`config.mk`:
```
export PLATFORM = sky130hd
export DESIGN_NAME = fcp_host
export DESIGN_NICKNAME = d
export VERILOG_FILES = /design/src/hdl/fcp_pkg.sv /design/src/hdl/fcp_ser_if.sv /design/src/hdl/fcp_line_tx.sv /design/src/hdl/fcp_fill_calc.sv /design/src/hdl/fcp_host.sv
export SDC_FILE = /design/constraint.sdc
export NUM_CORES = 1
export LEC_CHECK = 0
export ABC_CLOCK_PERIOD_IN_PS = 81700
export BUFFER_PORTS_ARGS = -buffer_cell sky130_fd_sc_hd__buf_2
export CAP_MARGIN = 30
export CORE_ASPECT_RATIO = 2
export CORE_MARGIN = 2
export CORE_UTILIZATION = 55
export CTS_BUF_LIST = sky130_fd_sc_hd__clkbuf_4
export CTS_CLUSTER_SIZE = 14
export DETAILED_ROUTE_END_ITERATION = 12
export GPL_TIMING_DRIVEN = 1
export PLACE_DENSITY = 0.73
export SLEW_MARGIN = 40
export SYNTH_ARGS = -nofsm -noshare
export SYNTH_HDL_FRONTEND = slang
export SYNTH_SLANG_ARGS = --single-unit
```
`constraint.sdc`:
```
create_clock -name clk_i -period 81.7 [get_ports clk_i]
set_input_delay 8.17 -clock clk_i [delete_from_list [all_inputs] [get_ports clk_i]]
set_output_delay 8.17 -clock clk_i [all_outputs]
set_load 0.05 [all_outputs]
```
`src/hdl/fcp_pkg.sv`:
```
package fcp_pkg;

  // ***********************************************************************
  // register map (byte offsets, one aligned word each)
  // ***********************************************************************
  localparam logic [7:0] REG_CTRL   = 8'h00;
  localparam logic [7:0] REG_TRAVEL = 8'h04;
  localparam logic [7:0] REG_TXDATA = 8'h08;
  localparam logic [7:0] REG_STAT   = 8'h0c;

  localparam int CTRL_EDIT_LSB = 0;
  localparam int CTRL_RATE_LSB = 2;
  localparam int CTRL_LINE_LSB = 5;
  localparam int TX_CTX_LSB    = 8;
  localparam int STAT_OVR_BIT  = 1;

  localparam logic [31:0] RDATA_RESET = 32'h0000_0000;

  // ***********************************************************************
  // widths
  // ***********************************************************************
  localparam int TRAVEL_W = 12;
  localparam int FACTOR_W = 11;
  localparam int COUNT_W  = 13;
  localparam int PROD_W   = 24;
  localparam int DIV_W    = 20;

  // ***********************************************************************
  // modes and codes
  // ***********************************************************************
  typedef enum logic [1:0] {
    format_edit_mode  = 2'b00,
    typing_mode       = 2'b01,
    conversation_mode = 2'b10,
    edit_spare        = 2'b11
  } fcp_edit_t;

  typedef enum logic [1:0] {
    line_sync8   = 2'b00,
    line_async10 = 2'b01,
    line_async11 = 2'b10,
    line_spare   = 2'b11
  } fcp_line_t;

  typedef enum logic [2:0] {
    rate_2400 = 3'b000,
    rate_2000 = 3'b001,
    rate_1800 = 3'b010,
    rate_1200 = 3'b011,
    rate_1000 = 3'b100,
    rate_110  = 3'b101,
    rate_sp6  = 3'b110,
    rate_sp7  = 3'b111
  } fcp_rate_t;

  // context of the character just written, as software judges it
  typedef enum logic [3:0] {
    ctx_plain          = 4'h0,
    ctx_backspace      = 4'h1,
    ctx_screen_clear   = 4'h2,
    ctx_field_open     = 4'h3,
    ctx_field_close    = 4'h4,
    ctx_cursor_return  = 4'h5,
    ctx_entry_at_close = 4'h6,
    ctx_bs_after_open  = 4'h7
  } fcp_ctx_t;

  localparam logic [7:0] NULL_CODE = 8'h00;

  // ***********************************************************************
  // timing and rate factors (factor held in thousandths)
  // ***********************************************************************
  localparam int unsigned CLK_PERIOD_NS = 20;
  localparam int unsigned CLK_HZ        = 1_000_000_000 / CLK_PERIOD_NS;
  localparam int unsigned BAUD_2400 = 2400;
  localparam int unsigned BAUD_2000 = 2000;
  localparam int unsigned BAUD_1800 = 1800;
  localparam int unsigned BAUD_1200 = 1200;
  localparam int unsigned BAUD_1000 = 1000;
  localparam int unsigned BAUD_110  = 110;

  localparam int unsigned FACTOR_SCALE = 1000;
  localparam int unsigned POS_DIVISOR  = 260;
  localparam int unsigned CLEAR_MULT   = 5;

  localparam logic [10:0] F_NA      = 11'h000;
  localparam logic [10:0] F_2400_S8 = 11'd1670;
  localparam logic [10:0] F_2400_10 = 11'd1330;
  localparam logic [10:0] F_2400_11 = 11'd1210;
  localparam logic [10:0] F_2000_S8 = 11'd1390;
  localparam logic [10:0] F_2000_10 = 11'd1110;
  localparam logic [10:0] F_2000_11 = 11'd1010;
  localparam logic [10:0] F_1800_10 = 11'd1000;
  localparam logic [10:0] F_1800_11 = 11'd908;
  localparam logic [10:0] F_1200_10 = 11'd666;
  localparam logic [10:0] F_1200_11 = 11'd605;
  localparam logic [10:0] F_1000_10 = 11'd555;
  localparam logic [10:0] F_1000_11 = 11'd505;
  localparam logic [10:0] F_110_10  = 11'd61;
  localparam logic [10:0] F_110_11  = 11'd56;

  localparam logic [3:0] BITS_SYNC8   = 4'd8;
  localparam logic [3:0] BITS_ASYNC10 = 4'd10;
  localparam logic [3:0] BITS_ASYNC11 = 4'd11;

endpackage

```
`src/hdl/fcp_ser_if.sv`:
```
interface fcp_ser_if;
  logic [7:0]                   data;
  logic                         valid;
  logic                         ready;
  fcp_pkg::fcp_line_t           line;
  logic [fcp_pkg::DIV_W-1:0]    div;

  modport ctl (output data, valid, line, div, input ready);
  modport ser (input data, valid, line, div, output ready);
endinterface

```
`src/hdl/fcp_line_tx.sv`:
```
module fcp_line_tx (
  input  wire logic clk_i,      // system clock
  input  wire logic nrst_i,     // async reset, active low
  fcp_ser_if.ser    sif,        // characters to send
  output logic      line_txd_o, // serial line, idles at mark
  output logic      line_clk_o  // bit clock, sync mode only
);

  logic [10:0]               shreg;
  logic [3:0]                bits_left;
  logic [fcp_pkg::DIV_W-1:0] div_cnt;
  logic                      sync_q;

  assign sif.ready = (bits_left == 4'h0);

  // ***********************************************************************
  // frame shifter, lsb first
  // ***********************************************************************
  always_ff @(posedge clk_i or negedge nrst_i) begin
    if (!nrst_i) begin
      shreg      <= 11'h7ff;
      bits_left  <= 4'h0;
      div_cnt    <= '0;
      sync_q     <= 1'b0;
      line_txd_o <= 1'b1;
    end else if (sif.valid && sif.ready) begin
      div_cnt <= sif.div;
      sync_q  <= (sif.line == fcp_pkg::line_sync8);
      if (sif.line == fcp_pkg::line_sync8) begin
        shreg      <= {3'h7, sif.data};
        bits_left  <= fcp_pkg::BITS_SYNC8;
        line_txd_o <= sif.data[0];
      end else begin
        shreg      <= {2'h3, sif.data, 1'b0};
        bits_left  <= (sif.line == fcp_pkg::line_async11) ?
                      fcp_pkg::BITS_ASYNC11 : fcp_pkg::BITS_ASYNC10;
        line_txd_o <= 1'b0;
      end
    end else if (bits_left != 4'h0) begin
      if (div_cnt <= 1) begin
        div_cnt    <= sif.div;
        shreg      <= {1'b1, shreg[10:1]};
        bits_left  <= bits_left - 4'h1;
        line_txd_o <= (bits_left == 4'h1) ? 1'b1 : shreg[1];
      end else begin
        div_cnt <= div_cnt - 1'b1;
      end
    end
  end

  // bit clock high during the first half of each sync bit
  always_ff @(posedge clk_i or negedge nrst_i) begin
    if (!nrst_i) begin
      line_clk_o <= 1'b0;
    end else begin
      line_clk_o <= sync_q && (bits_left != 4'h0) &&
                    (div_cnt > (sif.div >> 1));
    end
  end

endmodule

```
`src/hdl/fcp_fill_calc.sv`:
```
module fcp_fill_calc (
  input  wire fcp_pkg::fcp_edit_t          edit_i,   // editing mode
  input  wire fcp_pkg::fcp_line_t          line_i,   // line mode
  input  wire fcp_pkg::fcp_rate_t          rate_i,   // line rate
  input  wire fcp_pkg::fcp_ctx_t           ctx_i,    // character context
  input  wire logic [fcp_pkg::TRAVEL_W-1:0] travel_i, // cursor travel
  output logic [fcp_pkg::FACTOR_W-1:0]     factor_o, // factor, thousandths
  output logic [fcp_pkg::COUNT_W-1:0]      count_o,  // nulls to append
  output logic                             na_o      // no factor exists
);

  localparam logic [23:0] SCALE   = 24'(fcp_pkg::FACTOR_SCALE);
  localparam logic [23:0] POS_DEN =
    24'(fcp_pkg::FACTOR_SCALE * fcp_pkg::POS_DIVISOR);

  logic [fcp_pkg::TRAVEL_W-1:0] mult;
  logic                         per_pos;
  logic [fcp_pkg::PROD_W-1:0]   prod;

  // ***********************************************************************
  // rate factor table
  // ***********************************************************************
  always_comb begin
    factor_o = fcp_pkg::F_NA;
    case (rate_i)
      fcp_pkg::rate_2400: factor_o = (line_i == fcp_pkg::line_sync8) ?
        fcp_pkg::F_2400_S8 : (line_i == fcp_pkg::line_async10) ?
        fcp_pkg::F_2400_10 : fcp_pkg::F_2400_11;
      fcp_pkg::rate_2000: factor_o = (line_i == fcp_pkg::line_sync8) ?
        fcp_pkg::F_2000_S8 : (line_i == fcp_pkg::line_async10) ?
        fcp_pkg::F_2000_10 : fcp_pkg::F_2000_11;
      fcp_pkg::rate_1800: factor_o = (line_i == fcp_pkg::line_async10) ?
        fcp_pkg::F_1800_10 : fcp_pkg::F_1800_11;
      fcp_pkg::rate_1200: factor_o = (line_i == fcp_pkg::line_async10) ?
        fcp_pkg::F_1200_10 : fcp_pkg::F_1200_11;
      fcp_pkg::rate_1000: factor_o = (line_i == fcp_pkg::line_async10) ?
        fcp_pkg::F_1000_10 : fcp_pkg::F_1000_11;
      fcp_pkg::rate_110: factor_o = (line_i == fcp_pkg::line_async10) ?
        fcp_pkg::F_110_10 : fcp_pkg::F_110_11;
      default: factor_o = fcp_pkg::F_NA;
    endcase
    // sync lines exist only at the two top rates
    if (line_i == fcp_pkg::line_spare ||
        (line_i == fcp_pkg::line_sync8 && rate_i != fcp_pkg::rate_2400 &&
         rate_i != fcp_pkg::rate_2000)) begin
      factor_o = fcp_pkg::F_NA;
    end
  end

  assign na_o = (factor_o == fcp_pkg::F_NA);

  // ***********************************************************************
  // multiple of the factor per mode and context
  // ***********************************************************************
  always_comb begin
    mult    = '0;
    per_pos = 1'b0;
    case (edit_i)
      fcp_pkg::format_edit_mode: begin
        if (ctx_i == fcp_pkg::ctx_backspace ||
            ctx_i == fcp_pkg::ctx_bs_after_open) mult = 12'd1;
      end
      fcp_pkg::typing_mode: begin
        case (ctx_i)
          fcp_pkg::ctx_screen_clear: mult = 12'(fcp_pkg::CLEAR_MULT);
          fcp_pkg::ctx_backspace:    mult = 12'd1;
          fcp_pkg::ctx_bs_after_open,
          fcp_pkg::ctx_field_open:   mult = travel_i;
          fcp_pkg::ctx_field_close,
          fcp_pkg::ctx_cursor_return,
          fcp_pkg::ctx_entry_at_close: begin
            mult    = travel_i;
            per_pos = 1'b1;
          end
          default: mult = '0;
        endcase
      end
      fcp_pkg::conversation_mode: begin
        if (ctx_i == fcp_pkg::ctx_backspace ||
            ctx_i == fcp_pkg::ctx_bs_after_open) mult = 12'd1;
        if (ctx_i == fcp_pkg::ctx_cursor_return) begin
          mult    = travel_i;
          per_pos = 1'b1;
        end
      end
      default: mult = '0;
    endcase
  end

  // only the final product is rounded down
  assign prod    = 24'(mult) * 24'(factor_o);
  assign count_o = per_pos ? 13'(prod / POS_DEN) : 13'(prod / SCALE);
endmodule

```
`src/hdl/fcp_host.sv`:
```
module fcp_host #(
  parameter int unsigned CLK_HZ = fcp_pkg::CLK_HZ // clock rate in hertz
) (
  input  wire logic        clk_i,       // system clock
  input  wire logic        nrst_i,      // async reset, active low
  input  wire logic        hsel_i,      // slave select
  input  wire logic [31:0] haddr_i,     // byte address
  input  wire logic [1:0]  htrans_i,    // transfer type
  input  wire logic        hwrite_i,    // write when high
  input  wire logic [2:0]  hsize_i,     // transfer size
  input  wire logic [31:0] hwdata_i,    // write data
  input  wire logic        hready_i,    // bus ready
  output logic             hreadyout_o, // slave ready
  output logic             hresp_o,     // response, always okay
  output logic [31:0]      hrdata_o,    // read data
  output logic             line_txd_o,  // serial line to terminal
  output logic             line_clk_o   // bit clock, sync mode
);

  typedef enum logic [1:0] {
    st_idle = 2'b00,
    st_char = 2'b01,
    st_fill = 2'b10
  } fcp_state_t;

  fcp_ser_if sif ();

  logic                         dp_act;
  logic                         dp_wr;
  logic [7:0]                   dp_addr;
  fcp_pkg::fcp_edit_t           edit_q;
  fcp_pkg::fcp_rate_t           rate_q;
  fcp_pkg::fcp_line_t           line_q;
  logic [fcp_pkg::TRAVEL_W-1:0] travel_q;
  logic [7:0]                   char_q;
  logic [fcp_pkg::COUNT_W-1:0]  remain_q;
  fcp_state_t                   state;
  logic                         ovr_q;
  logic                         cfg_q;
  logic [fcp_pkg::FACTOR_W-1:0] factor;
  logic [fcp_pkg::COUNT_W-1:0]  fill_cnt;
  logic                         fill_na;
  logic                         wr_ctrl;
  logic                         wr_travel;
  logic                         wr_tx;
  logic                         wr_stat;
  logic                         accept;
  logic                         hs;
  logic                         busy;
  logic [31:0]                  next_rdata;
  logic [fcp_pkg::COUNT_W-1:0]  sent_cnt;
  logic [fcp_pkg::COUNT_W-1:0]  loaded_cnt;

  // ***********************************************************************
  // bus slave: zero wait states, always okay
  // ***********************************************************************
  assign hreadyout_o = 1'b1;
  assign hresp_o     = 1'b0;

  always_ff @(posedge clk_i or negedge nrst_i) begin
    if (!nrst_i) begin
      dp_act  <= 1'b0;
      dp_wr   <= 1'b0;
      dp_addr <= 8'h00;
    end else if (hready_i) begin
      dp_act  <= hsel_i && htrans_i[1] && (hsize_i == 3'h2);
      dp_wr   <= hwrite_i;
      dp_addr <= (haddr_i[31:8] == 24'h0) ? haddr_i[7:0] : 8'hff;
    end
  end

  assign wr_ctrl   = dp_act && dp_wr && (dp_addr == fcp_pkg::REG_CTRL);
  assign wr_travel = dp_act && dp_wr && (dp_addr == fcp_pkg::REG_TRAVEL);
  assign wr_tx     = dp_act && dp_wr && (dp_addr == fcp_pkg::REG_TXDATA);
  assign wr_stat   = dp_act && dp_wr && (dp_addr == fcp_pkg::REG_STAT);
  assign busy      = (state != st_idle);

  always_comb begin
    next_rdata = 32'h0000_0000;
    case (haddr_i[7:0])
      fcp_pkg::REG_CTRL:   next_rdata = {24'h0, 1'b0, line_q, rate_q, edit_q};
      fcp_pkg::REG_TRAVEL: next_rdata = {20'h0, travel_q};
      fcp_pkg::REG_TXDATA: next_rdata = {24'h0, char_q};
      fcp_pkg::REG_STAT:   next_rdata = {3'h0, remain_q, 13'h0,
                                         cfg_q, ovr_q, busy};
      default:             next_rdata = 32'h0000_0000;
    endcase
    if (haddr_i[31:8] != 24'h0) next_rdata = 32'h0000_0000;
  end

  // read data is a snapshot taken in the address phase
  always_ff @(posedge clk_i or negedge nrst_i) begin
    if (!nrst_i) begin
      hrdata_o <= fcp_pkg::RDATA_RESET;
    end else if (hready_i && hsel_i && htrans_i[1] && !hwrite_i) begin
      hrdata_o <= next_rdata;
    end
  end

  // ***********************************************************************
  // configuration registers
  // ***********************************************************************
  always_ff @(posedge clk_i or negedge nrst_i) begin
    if (!nrst_i) begin
      edit_q <= fcp_pkg::format_edit_mode;
      rate_q <= fcp_pkg::rate_2400;
      line_q <= fcp_pkg::line_async10;
    end else if (wr_ctrl) begin
      edit_q <= fcp_pkg::fcp_edit_t'(hwdata_i[fcp_pkg::CTRL_EDIT_LSB +: 2]);
      rate_q <= fcp_pkg::fcp_rate_t'(hwdata_i[fcp_pkg::CTRL_RATE_LSB +: 3]);
      line_q <= fcp_pkg::fcp_line_t'(hwdata_i[fcp_pkg::CTRL_LINE_LSB +: 2]);
    end
  end

  // travel estimate from software, worst case
  always_ff @(posedge clk_i or negedge nrst_i) begin
    if (!nrst_i) begin
      travel_q <= '0;
    end else if (wr_travel) begin
      travel_q <= hwdata_i[fcp_pkg::TRAVEL_W-1:0];
    end
  end

  // ***********************************************************************
  // fill count for the character being written
  // ***********************************************************************
  fcp_fill_calc u_calc (
    .edit_i   (edit_q),
    .line_i   (line_q),
    .rate_i   (rate_q),
    .ctx_i    (fcp_pkg::fcp_ctx_t'(hwdata_i[fcp_pkg::TX_CTX_LSB +: 4])),
    .travel_i (travel_q),
    .factor_o (factor),
    .count_o  (fill_cnt),
    .na_o     (fill_na)
  );

  assign accept = wr_tx && !busy && !fill_na;

  // sticky flags, set wins over write-one-to-clear
  always_ff @(posedge clk_i or negedge nrst_i) begin
    if (!nrst_i) begin
      ovr_q <= 1'b0;
      cfg_q <= 1'b0;
    end else begin
      if (wr_tx && busy) ovr_q <= 1'b1;
      else if (wr_stat && hwdata_i[fcp_pkg::STAT_OVR_BIT]) ovr_q <= 1'b0;
      if (wr_tx && !busy && fill_na) cfg_q <= 1'b1;
      else if (wr_stat && hwdata_i[fcp_pkg::STAT_OVR_BIT + 1]) cfg_q <= 1'b0;
    end
  end

  // ***********************************************************************
  // character then its nulls
  // ***********************************************************************
  assign hs        = sif.valid && sif.ready;
  assign sif.valid = (state == st_char) || (state == st_fill);
  assign sif.data  = (state == st_fill) ? fcp_pkg::NULL_CODE : char_q;
  assign sif.line  = line_q;

  always_comb begin
    case (rate_q)
      fcp_pkg::rate_2400: sif.div = 20'(CLK_HZ / fcp_pkg::BAUD_2400);
      fcp_pkg::rate_2000: sif.div = 20'(CLK_HZ / fcp_pkg::BAUD_2000);
      fcp_pkg::rate_1800: sif.div = 20'(CLK_HZ / fcp_pkg::BAUD_1800);
      fcp_pkg::rate_1200: sif.div = 20'(CLK_HZ / fcp_pkg::BAUD_1200);
      fcp_pkg::rate_1000: sif.div = 20'(CLK_HZ / fcp_pkg::BAUD_1000);
      fcp_pkg::rate_110:  sif.div = 20'(CLK_HZ / fcp_pkg::BAUD_110);
      default:            sif.div = 20'(CLK_HZ / fcp_pkg::BAUD_2400);
    endcase
  end

  always_ff @(posedge clk_i or negedge nrst_i) begin
    if (!nrst_i) begin
      state    <= st_idle;
      char_q   <= 8'h00;
      remain_q <= '0;
    end else begin
      case (state)
        st_idle: begin
          if (accept) begin
            char_q   <= hwdata_i[7:0];
            remain_q <= fill_cnt;
            state    <= st_char;
          end
        end
        st_char: begin
          if (hs) state <= (remain_q == '0) ? st_idle : st_fill;
        end
        st_fill: begin
          if (hs) begin
            remain_q <= remain_q - 1'b1;
            if (remain_q == 13'h1) state <= st_idle;
          end
        end
        default: state <= st_idle;
      endcase
    end
  end

  fcp_line_tx u_tx (
    .clk_i      (clk_i),
    .nrst_i     (nrst_i),
    .sif        (sif.ser),
    .line_txd_o (line_txd_o),
    .line_clk_o (line_clk_o)
  );

  // ***********************************************************************
  // checks
  // ***********************************************************************
  always_ff @(posedge clk_i or negedge nrst_i) begin
    if (!nrst_i) begin
      sent_cnt   <= '0;
      loaded_cnt <= '0;
    end else if (accept) begin
      sent_cnt   <= '0;
      loaded_cnt <= fill_cnt;
    end else if (hs && state == st_fill) begin
      sent_cnt <= sent_cnt + 1'b1;
    end
  end

  null_fill_a: assert property (@(posedge clk_i) disable iff (!nrst_i)
    (state == st_fill) |-> (sif.valid && sif.data == 8'h00))
    else $error("fill character is not null");

  fill_after_a: assert property (@(posedge clk_i) disable iff (!nrst_i)
    $rose(state == st_fill) |-> ($past(state) == st_char))
    else $error("fill started without its control character");

  fill_total_a: assert property (@(posedge clk_i) disable iff (!nrst_i)
    (state == st_fill && hs && remain_q == 13'h1)
      |=> (state == st_idle && sent_cnt == loaded_cnt))
    else $error("null count sent differs from count loaded");

  fmt_back_a: assert property (@(posedge clk_i) disable iff (!nrst_i)
    (accept && edit_q == fcp_pkg::format_edit_mode &&
     hwdata_i[11:8] == 4'h1) |=> (remain_q == 32'(factor) / 1000))
    else $error("format backspace fill wrong");

  tp_clear_a: assert property (@(posedge clk_i) disable iff (!nrst_i)
    (accept && edit_q == fcp_pkg::typing_mode && hwdata_i[11:8] == 4'h2)
      |=> (remain_q == (5 * 32'(factor)) / 1000))
    else $error("screen clear fill wrong");

  tp_open_a: assert property (@(posedge clk_i) disable iff (!nrst_i)
    (accept && edit_q == fcp_pkg::typing_mode && hwdata_i[11:8] == 4'h3)
      |=> (remain_q == (32'(travel_q) * 32'(factor)) / 1000))
    else $error("field open fill wrong");

  tp_close_a: assert property (@(posedge clk_i) disable iff (!nrst_i)
    (accept && edit_q == fcp_pkg::typing_mode && hwdata_i[11:8] == 4'h4)
      |=> (remain_q == (32'(travel_q) * 32'(factor)) / 260000))
    else $error("field close fill wrong");

  ct_quiet_a: assert property (@(posedge clk_i) disable iff (!nrst_i)
    (accept && edit_q == fcp_pkg::conversation_mode &&
     hwdata_i[11:8] == 4'h3) |=> (remain_q == 13'h0))
    else $error("conversation field open produced nulls");

  rate_factor_a: assert property (@(posedge clk_i) disable iff (!nrst_i)
    (rate_q == fcp_pkg::rate_2400 && line_q == fcp_pkg::line_sync8)
      |-> (factor == 11'd1670))
    else $error("sync 2400 factor wrong");

  slow_sync_a: assert property (@(posedge clk_i) disable iff (!nrst_i)
    (wr_tx && !busy && line_q == fcp_pkg::line_sync8 &&
     rate_q == fcp_pkg::rate_1800) |=> (cfg_q && state == st_idle))
    else $error("sync line below 2000 baud not refused");

endmodule

```
* Yosys cells after proc, flatten, opt, wreduce, memory -nomap -nowiden *
Index checks and enable logic that the tools add are counted.

operators by class
  add/subtract/negate cells = 3
  multiply operators = 1
  divide/modulo/power cells = 2
  magnitude comparators = 2
  eq/ne operators = 33
  mux-type cells = 53
  reduce and logical (&&, ||, !) cells = 52

operator list
  operator                  count
  $pmux W29 S4              1
  $pmux W19 S5              1
  $mux W11                  7
  $pmux W12 S3              2
  $pmux W11 S6              1
  $mux W20                  3
  $mux W13                  3
  $eq A8 B4 Y1 const B      4
  $mux W29                  1
  $pmux W13 S2              1
  $div A23 B10 Y24 const B  1
  $div A23 B18 Y24 const B  1
  $logic_not A24 Y1         1
  $mux W8                   3
  $reduce_bool A24 Y1       1
  $mul A12 B11 Y23          1
  $logic_and A1 B1 Y1       21
  $gt A20 B18 Y1            1
  $le A20 B1 Y1 const B     1
  $sub A20 B1 Y20 const B   1
  $mux W9                   2
  $eq A4 B3 Y1 const B      4
  $eq A8 B3 Y1 const B      2
  $logic_not A8 Y1          2
  other kinds (37)          80

storage, ports and cells
  bits in registers = 124
  input bits = 74
  output and inout bits = 36
  word-level logic and storage cells = 165

* Logic depth before layout (Yosys ltp) *
Gate-level depths: netlist of run 1.

  word-level depth = 10
  mapped depth = 172
  depth with buffers taken out = 161

* Modules after synthesis *
Synthesis of run 1 repeated with hierarchy kept, for this count alone.

unflattened totals
  cell total of the unflattened synthesis = 2666
  area total of the unflattened synthesis = 21419.3 um^2

by module, submodules not included
  module         times used  cells each  area an instance (um^2)  seq. area each (um^2)
  fcp_fill_calc  1           1929        14516.4                  0.0
  fcp_host       1           416         4135.2                   1978.1
  fcp_line_tx    1           321         2767.7                   887.1

* Least setup slack after synthesis of run 1 *
OpenSTA, ideal clock, no wires.

  path kind = input to register
  start = input port hwdata_i[10]
  end = register remain_q[0] (netlist name)
  setup time = 0.129 ns
  arrival = 40.504 ns
  data required time = 81.571 ns
  path slack = 41.067 ns
  stages = 160
  buffers on the path = 12
  cells stage by stage = nand2_1 > o21ai_0 > a22oi_1 > nor3_1 > clkbuf_1 > clkbuf_1 > nand2_1 > nor2_1 > fa_1 > fa_1 > inv_1 > fa_1 > inv_1 > fa_1 > inv_1 > fa_1 > inv_1 > ha_1 > (+124 left out) > ha_1 > and3b_1 > a221oi_2 > nor3_1 > and2_1 > o31a_1 > o21a_1 > nor2_1 > xnor2_1 > mux2_2 > ha_1 > a21o_1 > a211o_1 > a211o_1 > or4_1 > a31o_1 > a31oi_1 > a31oi_1

between the ends
  cells in the longest elaborated chain, start to end = 10
  elaborated cells between the ends (all ways) = 23
  classes of those cells = mul: 1; div: 2; eq/ne: 7; mux: 10; reduce/logical: 3

RTL lines
  element                                                   RTL line             text
  start: declaration                                        fcp_host.sv:11       input wire logic [31:0] hwdata_i,
  branches (longest 7 deep; another with $div A23 B10 Y24)  n/a
  $mux W13 *                                                fcp_fill_calc.sv:92  assign count_o = per_pos ? 13'(prod / POS_DEN) : 13'(prod / SCALE);
  $mux W13 *                                                fcp_host.sv:181      if (accept) begin
  $pmux W13 S2 *                                            fcp_host.sv:179      case (state)
  end signal: assignment                                    fcp_host.sv:183      remain_q <= fill_cnt;
  end signal: assignment                                    fcp_host.sv:192      remain_q <= remain_q - 1'b1;
  end: declaration                                          fcp_host.sv:36       logic [fcp_pkg::COUNT_W-1:0] remain_q;

Mark *: on every way between the ends. The select of a mux whose other input is x is not followed.
A chain may end at the register's enable or synchronous reset.

* Worst setup path in the final report of run 1 *
Ends and elaborated chain as after synthesis.

==> results.txt, run 1 <==
Cell variety after synth = 138
die width = 138 µm
mux cell area share after synthesis = 4.98%
critical path required time = 82.18 ns
ys flop type = dfrtp_1
post-synthesis xor/xnor area fraction = 6.00%
Cell Area, Synth = 19800 µm²
area fraction in and, or, nand and nor cells after synthesis = 23.6%
critical path endpoint category = register
Post-Synthesis Cells = 2511
period utilization = 57.3%
Buffers on Ports = 79
number of enable flip-flop cells after synthesis = 0
antenna-violating nets left = 0
grt ovf = 0
multi-input logic area = 15800 µm²
vias post-DR = 19288
Max-cap violations = 0
Initial Util = 55.5%
initial antenna violation count = 2
area of the die = 37600 µm²
top cells by area, synth = dfrtp_1 13%, ha_1 12%, fa_1 9.0%, nor2_1 5.1%, nand2_1 4.4%
CTS Root Cell = clkbuf_4
synthesized flop and latch total = 114
register area = 2870 µm²
final setup margin = 34.85 ns
sw power = 0.111 mW
Worst-Margin Slew = 0.861 ns
Max IR drop VDD = 78.5 µV
main combinational cell family by area after synthesis = simple AND/OR/NAND/NOR gates
Min-Delay Path Class = reg2reg
placed cell count = 2964
Mapped Avg Cell Area = 7.89 µm²
hold_ws = 0.487 ns
Post-route DRC = 0
drt pass-1 iters = 5
Place WS = 35.04 ns
asr flop ratio synth = 100%
Clock Path Buffers = 2
Synth top cells by count = 271 x nor2_1, 231 x nand2_1, 194 x ha_1, 182 x inv_1, 163 x a21oi_1
Synth Area in Adders = 21.4%
total core area = 35700 µm²
fillers = 3313
Fin. Hold Viols = 0
internal power = 0.111 mW
post-layout min period = 46.85 ns
sequential element share of the synthesized area = 14.5%
most numerous cell in the Yosys netlist = nor2_1
clock slew at reported path FFs = 0.14 ns
CTS sink count = 114
worst skew pair latency = 0.58 ns
CTS tree = yes
nets@finish = 2890
H-tree depth = 4
Seq pwr share = 30.0%
via-per-instance ratio = 6.43
CTS buffer count = 17
vias in the first global route = 19775
proportion of layout cells with a drive suffix above 1 = 11.0%
slowest CP cell = nand3_2
Synth top area share = 13.1%
critical path class = in2reg
Setup TNS Final = 0 ns
hold_buf cts = 0
status = complete, no violations
Syn. warnings = 0
Routability Congestion = 0.999
Rel. slew slack = 42.4%
Max FO, Critical Path = 23
Critical Path AT = 47.33 ns
DIE HEIGHT = 272 µm
1st-iter DRT viols = 1072
total setup buffers inserted after CTS = 0
Crit path top cell by count = ha_1
Pwr Density = 10.7 nW/µm²
global-route wire length before repair = 95900 µm
Final Max Slew Viols = 0
wire per inst = 20.1 µm
DP HPWL = 49200 µm
Comb pwr share = 51.9%
clock skew after layout = 0.0281 ns
I/O pins = 110
unrepaired setup endpoints after global routing = false
leakage power = 9.69 nW
post-CTS sizing = 0
largest net degree at the start of global routing = 68
row count = 98
Routed WL = 60400 µm
gr usage total = 31.1%
Finish-stage setup viols = 0
Synth area leader = dfrtp_1
Net Sw Frac = 50.2%
Compound-Gate Fraction of Synth Area = 23.3%
non-filler cells, final = 2998
proportion of power drawn by the clock network = 18.1%
fmax = 21.3 MHz
P&R area growth vs syn = 4.50%
crit start category = primary input
slowest stage delay, CP = 0.56 ns
-- path summary, 6_finish.rpt --
path / cells after the start / end / slack [ns] / startpoint
max reg2reg: 146 / remain_q[0] / 41.14 / rate_q[2]
min reg2reg: 2 / u_tx.sync_q / 0.49 / u_tx.sync_q
min: 2 / u_tx.sync_q / 0.49 / u_tx.sync_q
max in group asynchronous: 2 / rate_q[0] / 73.01 / nrst_i
max: 145 / remain_q[0] / 34.85 / hwdata_i[10]
min in group asynchronous: 1 / remain_q[2] / 7.63 / nrst_i
-- kinds of logic (layout without fill, tap and decap cells) --
group,Yosys count,count (layout)
AND/OR/NAND/NOR,939,939
AO/OA/AOI/OAI,663,663
buffers and inverters,287,315
adder cells (fa/ha/maj),286,286
XOR/XNOR,133,133
flip-flops,114,114
multiplexers,87,87
other,2,11
-- area by class of cell --
| class | instances | area share (%) |
|---|---|---|
| clock buffers | 17 | 0.617 |
| multi-input cells | 2117 | 76.2 |
| repair buffers | 98 | 2.62 |
| well taps | 450 | 2.72 |
| clock inverters | 15 | 0.647 |
| diodes | 2 | 0.0242 |
| flip-flops and latches | 114 | 13.9 |
| inverters | 185 | 3.36 |
-- routing by layer --
metal	GRT usage (%)	up-vias	share of wire, %
met2	61.8	623	55
li1	-	9073	-
met4	24.1	0	8.2
met5	0	-	0
met3	3.36	288	3.5
met1	28.1	9304	33
-- power groups by stage --
stage | logic, mW | clock network, mW | registers [mW]
floorplan | 0.0834 | 0 | 0.0659
global route | 0.129 | 0.0432 | 0.0672
finish | 0.115 | 0.0403 | 0.0667
CTS | 0.113 | 0.0404 | 0.0665
global placement | 0.110 | 0 | 0.0674
detailed placement | 0.112 | 0 | 0.0676
-- flip-flops by register name, summed over array words and instances (netlist names) --
| name | cells |
|---|---|
| edit_q | 2 |
| dp_wr | 1 |
| ovr_q | 1 |
| char_q | 8 |
| travel_q | 12 |
| cfg_q | 1 |
| remain_q | 13 |
| u_tx.line_clk_o | 1 |
| u_tx.shreg | 8 |
| dp_act | 1 |
| u_tx.sync_q | 1 |
| u_tx.bits_left | 4 |
| dp_addr | 8 |
| state | 2 |
| rate_q | 3 |
| line_q | 2 |
| u_tx.line_txd_o | 1 |
| u_tx.div_cnt | 20 |
| hrdata_o | 25 |
-- through the flow --
stage / area, µm² / util, % / total power, mW
finish: 20700 / 58.0 / 0.222
global placement: 20400 / 57.2 / 0.177
CTS: 20700 / 57.9 / 0.220
detailed placement: 20400 / 57.2 / 0.180
global route: 20700 / 58.0 / 0.240
floorplan: 19800 / - / 0.149
-- cell usage in the layout (no fill, tap or decap), drive strengths merged, types with 28 or more instances in the layout --
master	n
a21o	34
a21oi	166
a31oi	29
and2	34
and3	31
buf	98
dfrtp	104
fa	89
ha	194
inv	188
mux2	43
mux2i	41
nand2	232
nand2b	33
nand3	61
nand4	28
nor2	273
nor3	77
o21ai	170
or3	30
xnor2	77
xor2	56
-- critical path, delay by kind of cell --
family                     cells  cell delay [ns]
AOI/OAI and AO/OA             50            13.68
adders and majority gates     22             8.00
and+or+nand+nor               49            12.87
xor gates and xnor gates      11             2.53
buffers and inverters         10             0.94
muxes                          3             1.08
No activity file was read; power rests on OpenSTA's default activity.
==> run 2: changes to the inputs <==
--- a/config.mk
+++ b/config.mk
@@ -5,7 +5,8 @@
 export SDC_FILE = /design/constraint.sdc
 export NUM_CORES = 1
 export LEC_CHECK = 0
-export ABC_CLOCK_PERIOD_IN_PS = 81700
+export ABC_AREA = 1
+export ABC_CLOCK_PERIOD_IN_PS = 46000
 export BUFFER_PORTS_ARGS = -buffer_cell sky130_fd_sc_hd__buf_2
 export CAP_MARGIN = 30
 export CORE_ASPECT_RATIO = 2
==> constraint.sdc (replaced) <==
create_clock -name clk_i -period 46 [get_ports clk_i]
set_input_delay 4.6 -clock clk_i [delete_from_list [all_inputs] [get_ports clk_i]]
set_output_delay 4.6 -clock clk_i [all_outputs]
set_load 0.05 [all_outputs]
==> results.txt, run 2 <==
Crit path top cell by count = inv_1
Setup TNS Final = 0 ns
synthesized flop and latch total = 114
Post-route DRC = 0
Clock Path Buffers = 2
Worst-Margin Slew = 0.809 ns
Buffers on Ports = 79
fillers = 3738
top cells by area, synth = dfrtp_1 12%, nand2_1 12%, ha_1 11%, inv_1 9.0%, fa_1 8.4%
fmax = 28.1 MHz
nets@finish = 3593
Post-Synthesis Cells = 3177
P&R area growth vs syn = 4.85%
Pwr Density = 8.69 nW/µm²
I/O pins = 110
Synth top area share = 12.3%
H-tree depth = 4
status = complete, no violations
Initial Util = 55.8%
Max FO, Critical Path = 25
sequential element share of the synthesized area = 13.5%
DIE HEIGHT = 281 µm
multi-input logic area = 15900 µm²
most numerous cell in the Yosys netlist = nand2_1
commonest non-fill, non-tap cell in the layout = nand2_1
wire per inst = 16.5 µm
CTS buffer count = 17
1st-iter DRT viols = 1048
proportion of layout cells with a drive suffix above 1 = 13.8%
clock slew at reported path FFs = 0.12 ns
Max-cap violations = 0
most frequent cells in the layout = 672 x nand2_1, 510 x inv_1, 328 x nor2_1, 217 x o21ai_0, 194 x ha_1
gr usage total = 31.1%
CTS Root Cell = clkbuf_4
Min-Delay Path Class = reg2reg
Mapped Avg Cell Area = 6.66 µm²
Largest regs = hrdata_o: 25 flops, u_tx.div_cnt: 20 flops, remain_q: 13 flops
Critical Path AT = 36.00 ns
CTS tree = yes
clock skew after layout = 0.0249 ns
Synth area leader = dfrtp_1
total core area = 37900 µm²
global-route wire length before repair = 102000 µm
unrepaired setup endpoints after global routing = false
antenna-violating nets left = 0
Syn. warnings = 0
CTS sink count = 114
worst skew pair latency = 0.53 ns
number of enable flip-flop cells after synthesis = 0
Cell Area, Synth = 21200 µm²
placed cell count = 3680
critical path endpoint category = register
Routability Congestion = 0.963
initial antenna violation count = 1
die width = 143 µm
Synth top cells by count = 672 x nand2_1, 510 x inv_1, 332 x nor2_1, 217 x o21ai_0, 194 x ha_1
post-layout min period = 35.53 ns
hold_buf cts = 0
post-CTS sizing = 0
drt pass-1 iters = 6
vias post-DR = 20898
period utilization = 77.2%
slowest stage delay, CP = 0.70 ns
row count = 101
crit start category = primary input
area of the die = 40200 µm²
DP HPWL = 51400 µm
Rel. slew slack = 45.9%
Routed WL = 61100 µm
Final Max Slew Viols = 0
critical path class = in2reg
asr flop ratio synth = 100%
vias in the first global route = 21607
largest net degree at the start of global routing = 88
total setup buffers inserted after CTS = 0
Finish-stage setup viols = 0
r2r setup slk = 13.51 ns
largest reg by FF count = hrdata_o
via-per-instance ratio = 5.63
critical path required time = 46.47 ns
ys flop type = dfrtp_1
Max IR drop VDD = 11.9 µV
Fin. Hold Viols = 0
max reg flops = 25
slowest CP cell = nor2_1
leakage power = 12.6 nW
non-filler cells, final = 3713
grt ovf = 0
Cell variety after synth = 77
register area = 2870 µm²
-- run 2: where the power goes --
part	total, mW	leakage, nW	internal, mW	switching, mW
Clock	0.0831	0.154	0.0382	0.0448
Combinational	0.00890	11.2	0.00226	0.00663
Sequential	0.101	1.31	0.101	0.000198
-- run 2: per-layer routing --
metal / vias to the layer above / part of all wire [%] / track usage (%)
li1: 10350 / - / -
met1: 9812 / 35 / 30.3
met2: 527 / 56 / 63.0
met3: 209 / 2.6 / 2.09
met4: 0 / 6.2 / 17.2
met5: - / 0 / 0
-- run 2: path summary, 6_finish.rpt --
check,endpoint,depth (start not counted),startpoint
min reg2reg,char_q[4],2,char_q[4]
min,char_q[4],2,char_q[4]
max reg2reg,remain_q[0],178,line_q[1]
min in group asynchronous,hrdata_o[7],1,nrst_i
max in group asynchronous,u_tx.div_cnt[0],2,nrst_i
max,remain_q[0],178,hwdata_i[11]
-- run 2: per-stage QoR --
stage	util, %	power (mW)	worst slack (ns)	instance area (µm²)	hold slack (ns)
after floorplan	-	0.107	16.22	21200	0.442
after global placement	57.7	0.112	10.87	21900	0.456
after detailed placement	57.7	0.112	10.26	21900	0.471
after CTS	58.5	0.194	10.72	22200	0.496
after global routing	58.6	0.198	7.90	22200	0.522
final	58.6	0.193	10.47	22200	0.498
-- run 2: cell type report --
class / count / area share, %
repair buffers: 86 / 2.05
inverters: 546 / 9.29
clock inverters: 15 / 0.829
diodes: 1 / 0.0113
flip-flops and latches: 114 / 12.9
multi-input cells: 2471 / 71.7
well taps: 463 / 2.61
clock buffers: 17 / 0.575
-- run 2: worst max-delay path: cells and delay by family --
| kind | cells | cell delay [ns] |
|---|---|---|
| buffers and inverters | 31 | 3.07 |
| adder cells (fa/ha/maj) | 20 | 7.29 |
| XOR/XNOR | 10 | 2.40 |
| AND/OR/NAND/NOR | 106 | 16.12 |
| AO/OA/AOI/OAI | 11 | 2.33 |
-- run 2: cell families after synthesis --
group | after synthesis | share of synthesized area [%]
flip-flops | 114 | 13.5
multiplexers | 1 | 0.0532
other | 2 | 0.0355
buffers and inverters | 599 | 11.4
XOR/XNOR | 115 | 4.76
AO/OA/AOI/OAI | 438 | 11.6
adder cells (fa/ha/maj) | 283 | 19.9
AND/OR/NAND/NOR | 1625 | 38.7
==> run 3: changes to the inputs <==
--- a/config.mk
+++ b/config.mk
@@ -6,7 +6,7 @@
 export NUM_CORES = 1
 export LEC_CHECK = 0
 export ABC_AREA = 1
-export ABC_CLOCK_PERIOD_IN_PS = 46000
+export ABC_CLOCK_PERIOD_IN_PS = 33500
 export BUFFER_PORTS_ARGS = -buffer_cell sky130_fd_sc_hd__buf_2
 export CAP_MARGIN = 30
 export CORE_ASPECT_RATIO = 2
==> constraint.sdc (replaced) <==
create_clock -name clk_i -period 33.5 [get_ports clk_i]
set_input_delay 3.35 -clock clk_i [delete_from_list [all_inputs] [get_ports clk_i]]
set_output_delay 3.35 -clock clk_i [all_outputs]
set_load 0.05 [all_outputs]
==> results.txt, run 3 (same netlist as run 2, synthesis figures left out) <==
status = complete, no violations
Routed WL = 62800 µm
CTS tree = yes
critical path class = in2reg
Rel. slew slack = 45.3%
P&R area growth vs syn = 7.64%
Design Area, Final = 22800 µm²
nets@finish = 3654
slowest stage delay, CP = 0.57 ns
DP HPWL = 52600 µm
Max IR drop VDD = 19.9 µV
row count = 101
critical path endpoint category = register
Min-Delay Path Class = reg2reg
initial antenna violation count = 2
clock skew after layout = 0.0251 ns
Finish-stage setup viols = 0
Final Max Slew Viols = 0
Buffers on Ports = 79
hold_buf cts = 0
critical path required time = 33.97 ns
worst skew pair latency = 0.52 ns
crit start category = primary input
most frequent cells in the layout = 669 x nand2_1, 508 x inv_1, 323 x nor2_1, 212 x o21ai_0, 192 x ha_1
Crit path top cell by count = nand2_1
proportion of layout cells with a drive suffix above 1 = 16.2%
Worst-Margin Slew = 0.817 ns
Max FO, Critical Path = 18
leakage power = 13.0 nW
1st-iter DRT viols = 1119
via-per-instance ratio = 5.65
vias post-DR = 21313
Power Total = 0.254 mW
slowest CP cell = or4_1
Post-route DRC = 0
Routability Congestion = 0.977
largest reg by FF count = hrdata_o
CTS Root Cell = clkbuf_4
wire per inst = 16.6 µm
max reg flops = 25
Largest regs = hrdata_o: 25 flops, u_tx.div_cnt: 20 flops, remain_q: 13 flops
CTS sink count = 114
antenna-violating nets left = 0
die width = 143 µm
Pwr Density = 11.2 nW/µm²
Clock Path Buffers = 2
final core occ = 60.1%
area of the die = 40200 µm²
fmax = 31.7 MHz
Fin. Hold Viols = 0
CTS buffer count = 17
Placed Area = 22200 µm²
commonest non-fill, non-tap cell in the layout = nand2_1
largest net degree at the start of global routing = 88
period utilization = 94.1%
fillers = 3764
vias in the first global route = 21900
R2R cell count = 183
total core area = 37900 µm²
DIE HEIGHT = 281 µm
Critical Path AT = 31.98 ns
I/O pins = 110
post-layout min period = 31.52 ns
Max-cap violations = 0
gr usage total = 31.7%
H-tree depth = 4
Initial Util = 55.8%
drt pass-1 iters = 8
Setup TNS Final = 0 ns
grt ovf = 0
clock slew at reported path FFs = 0.12 ns
global-route wire length before repair = 103000 µm
Hold Crit Depth = 2
## run 3: worst paths after layout
path,end,start,slack (ns)
worst min register to register,dp_wr,dp_wr,0.49
worst max-delay path,remain_q[0],hwdata_i[11],1.98
min in group asynchronous,hrdata_o[7],nrst_i,2.81
max in group asynchronous,dp_act,nrst_i,29.63
worst min-delay path,dp_wr,dp_wr,0.49
worst max register to register,remain_q[0],line_q[1],3.05
## run 3: critical path: cells and delay by family
kind / cells / cell delay, ns
AND/OR/NAND/NOR: 105 / 13.10
adder cells (fa/ha/maj): 20 / 7.21
buffers and inverters: 35 / 3.54
XOR/XNOR: 12 / 2.60
AO/OA/AOI/OAI: 13 / 2.11
## run 3: repair_timing
| action | CTS | global route |
|---|---|---|
| endpoints found under the setup margin | 0 | 2 |
| gates resized for setup | 0 | 38 |
| setup buffers | 0 | 22 |
## run 3: area by class of cell
cell class                      count  area [µm²]  area share (%)
Multi-Input combinational cell   2471       16100            70.5
Sequential cell                   114        2870            12.6
Inverter                          546        2070            9.06
Timing Repair Buffer              147         925            4.06
Tap cell                          463         579            2.54
Clock buffer                       19         143           0.626
Clock inverter                     13         136           0.598
Antenna cell                        1        2.50          0.0110
## run 3: where the power goes
| part | switching (mW) | leakage, nW | internal (mW) |
|---|---|---|---|
| Combinational | 0.00914 | 11.5 | 0.00311 |
| Sequential | 0.000280 | 1.31 | 0.138 |
| Clock | 0.0575 | 0.147 | 0.0459 |
| Total | 0.0669 | 13.0 | 0.187 |
## run 3: through the flow
step / hold WS (ns) / worst slack [ns] / std cells
floorplan: 0.442 / 4.97 / 3184
detailed placement: 0.462 / 0.379 / 3719
finish: 0.493 / 1.98 / 3774
CTS: 0.490 / 0.825 / 3751
global route: 0.517 / -0.110 / 3774
global placement: 0.454 / 0.792 / 3719
## run 3: layer usage
layer  vias to the layer above  track usage, %  routed length [µm]
met5                         -               0                  10
met4                         2            20.7                4580
met3                       255            3.01                1570
met2                       531            63.2               34800
met1                     10040            29.8               21800
li1                      10485               -                   -
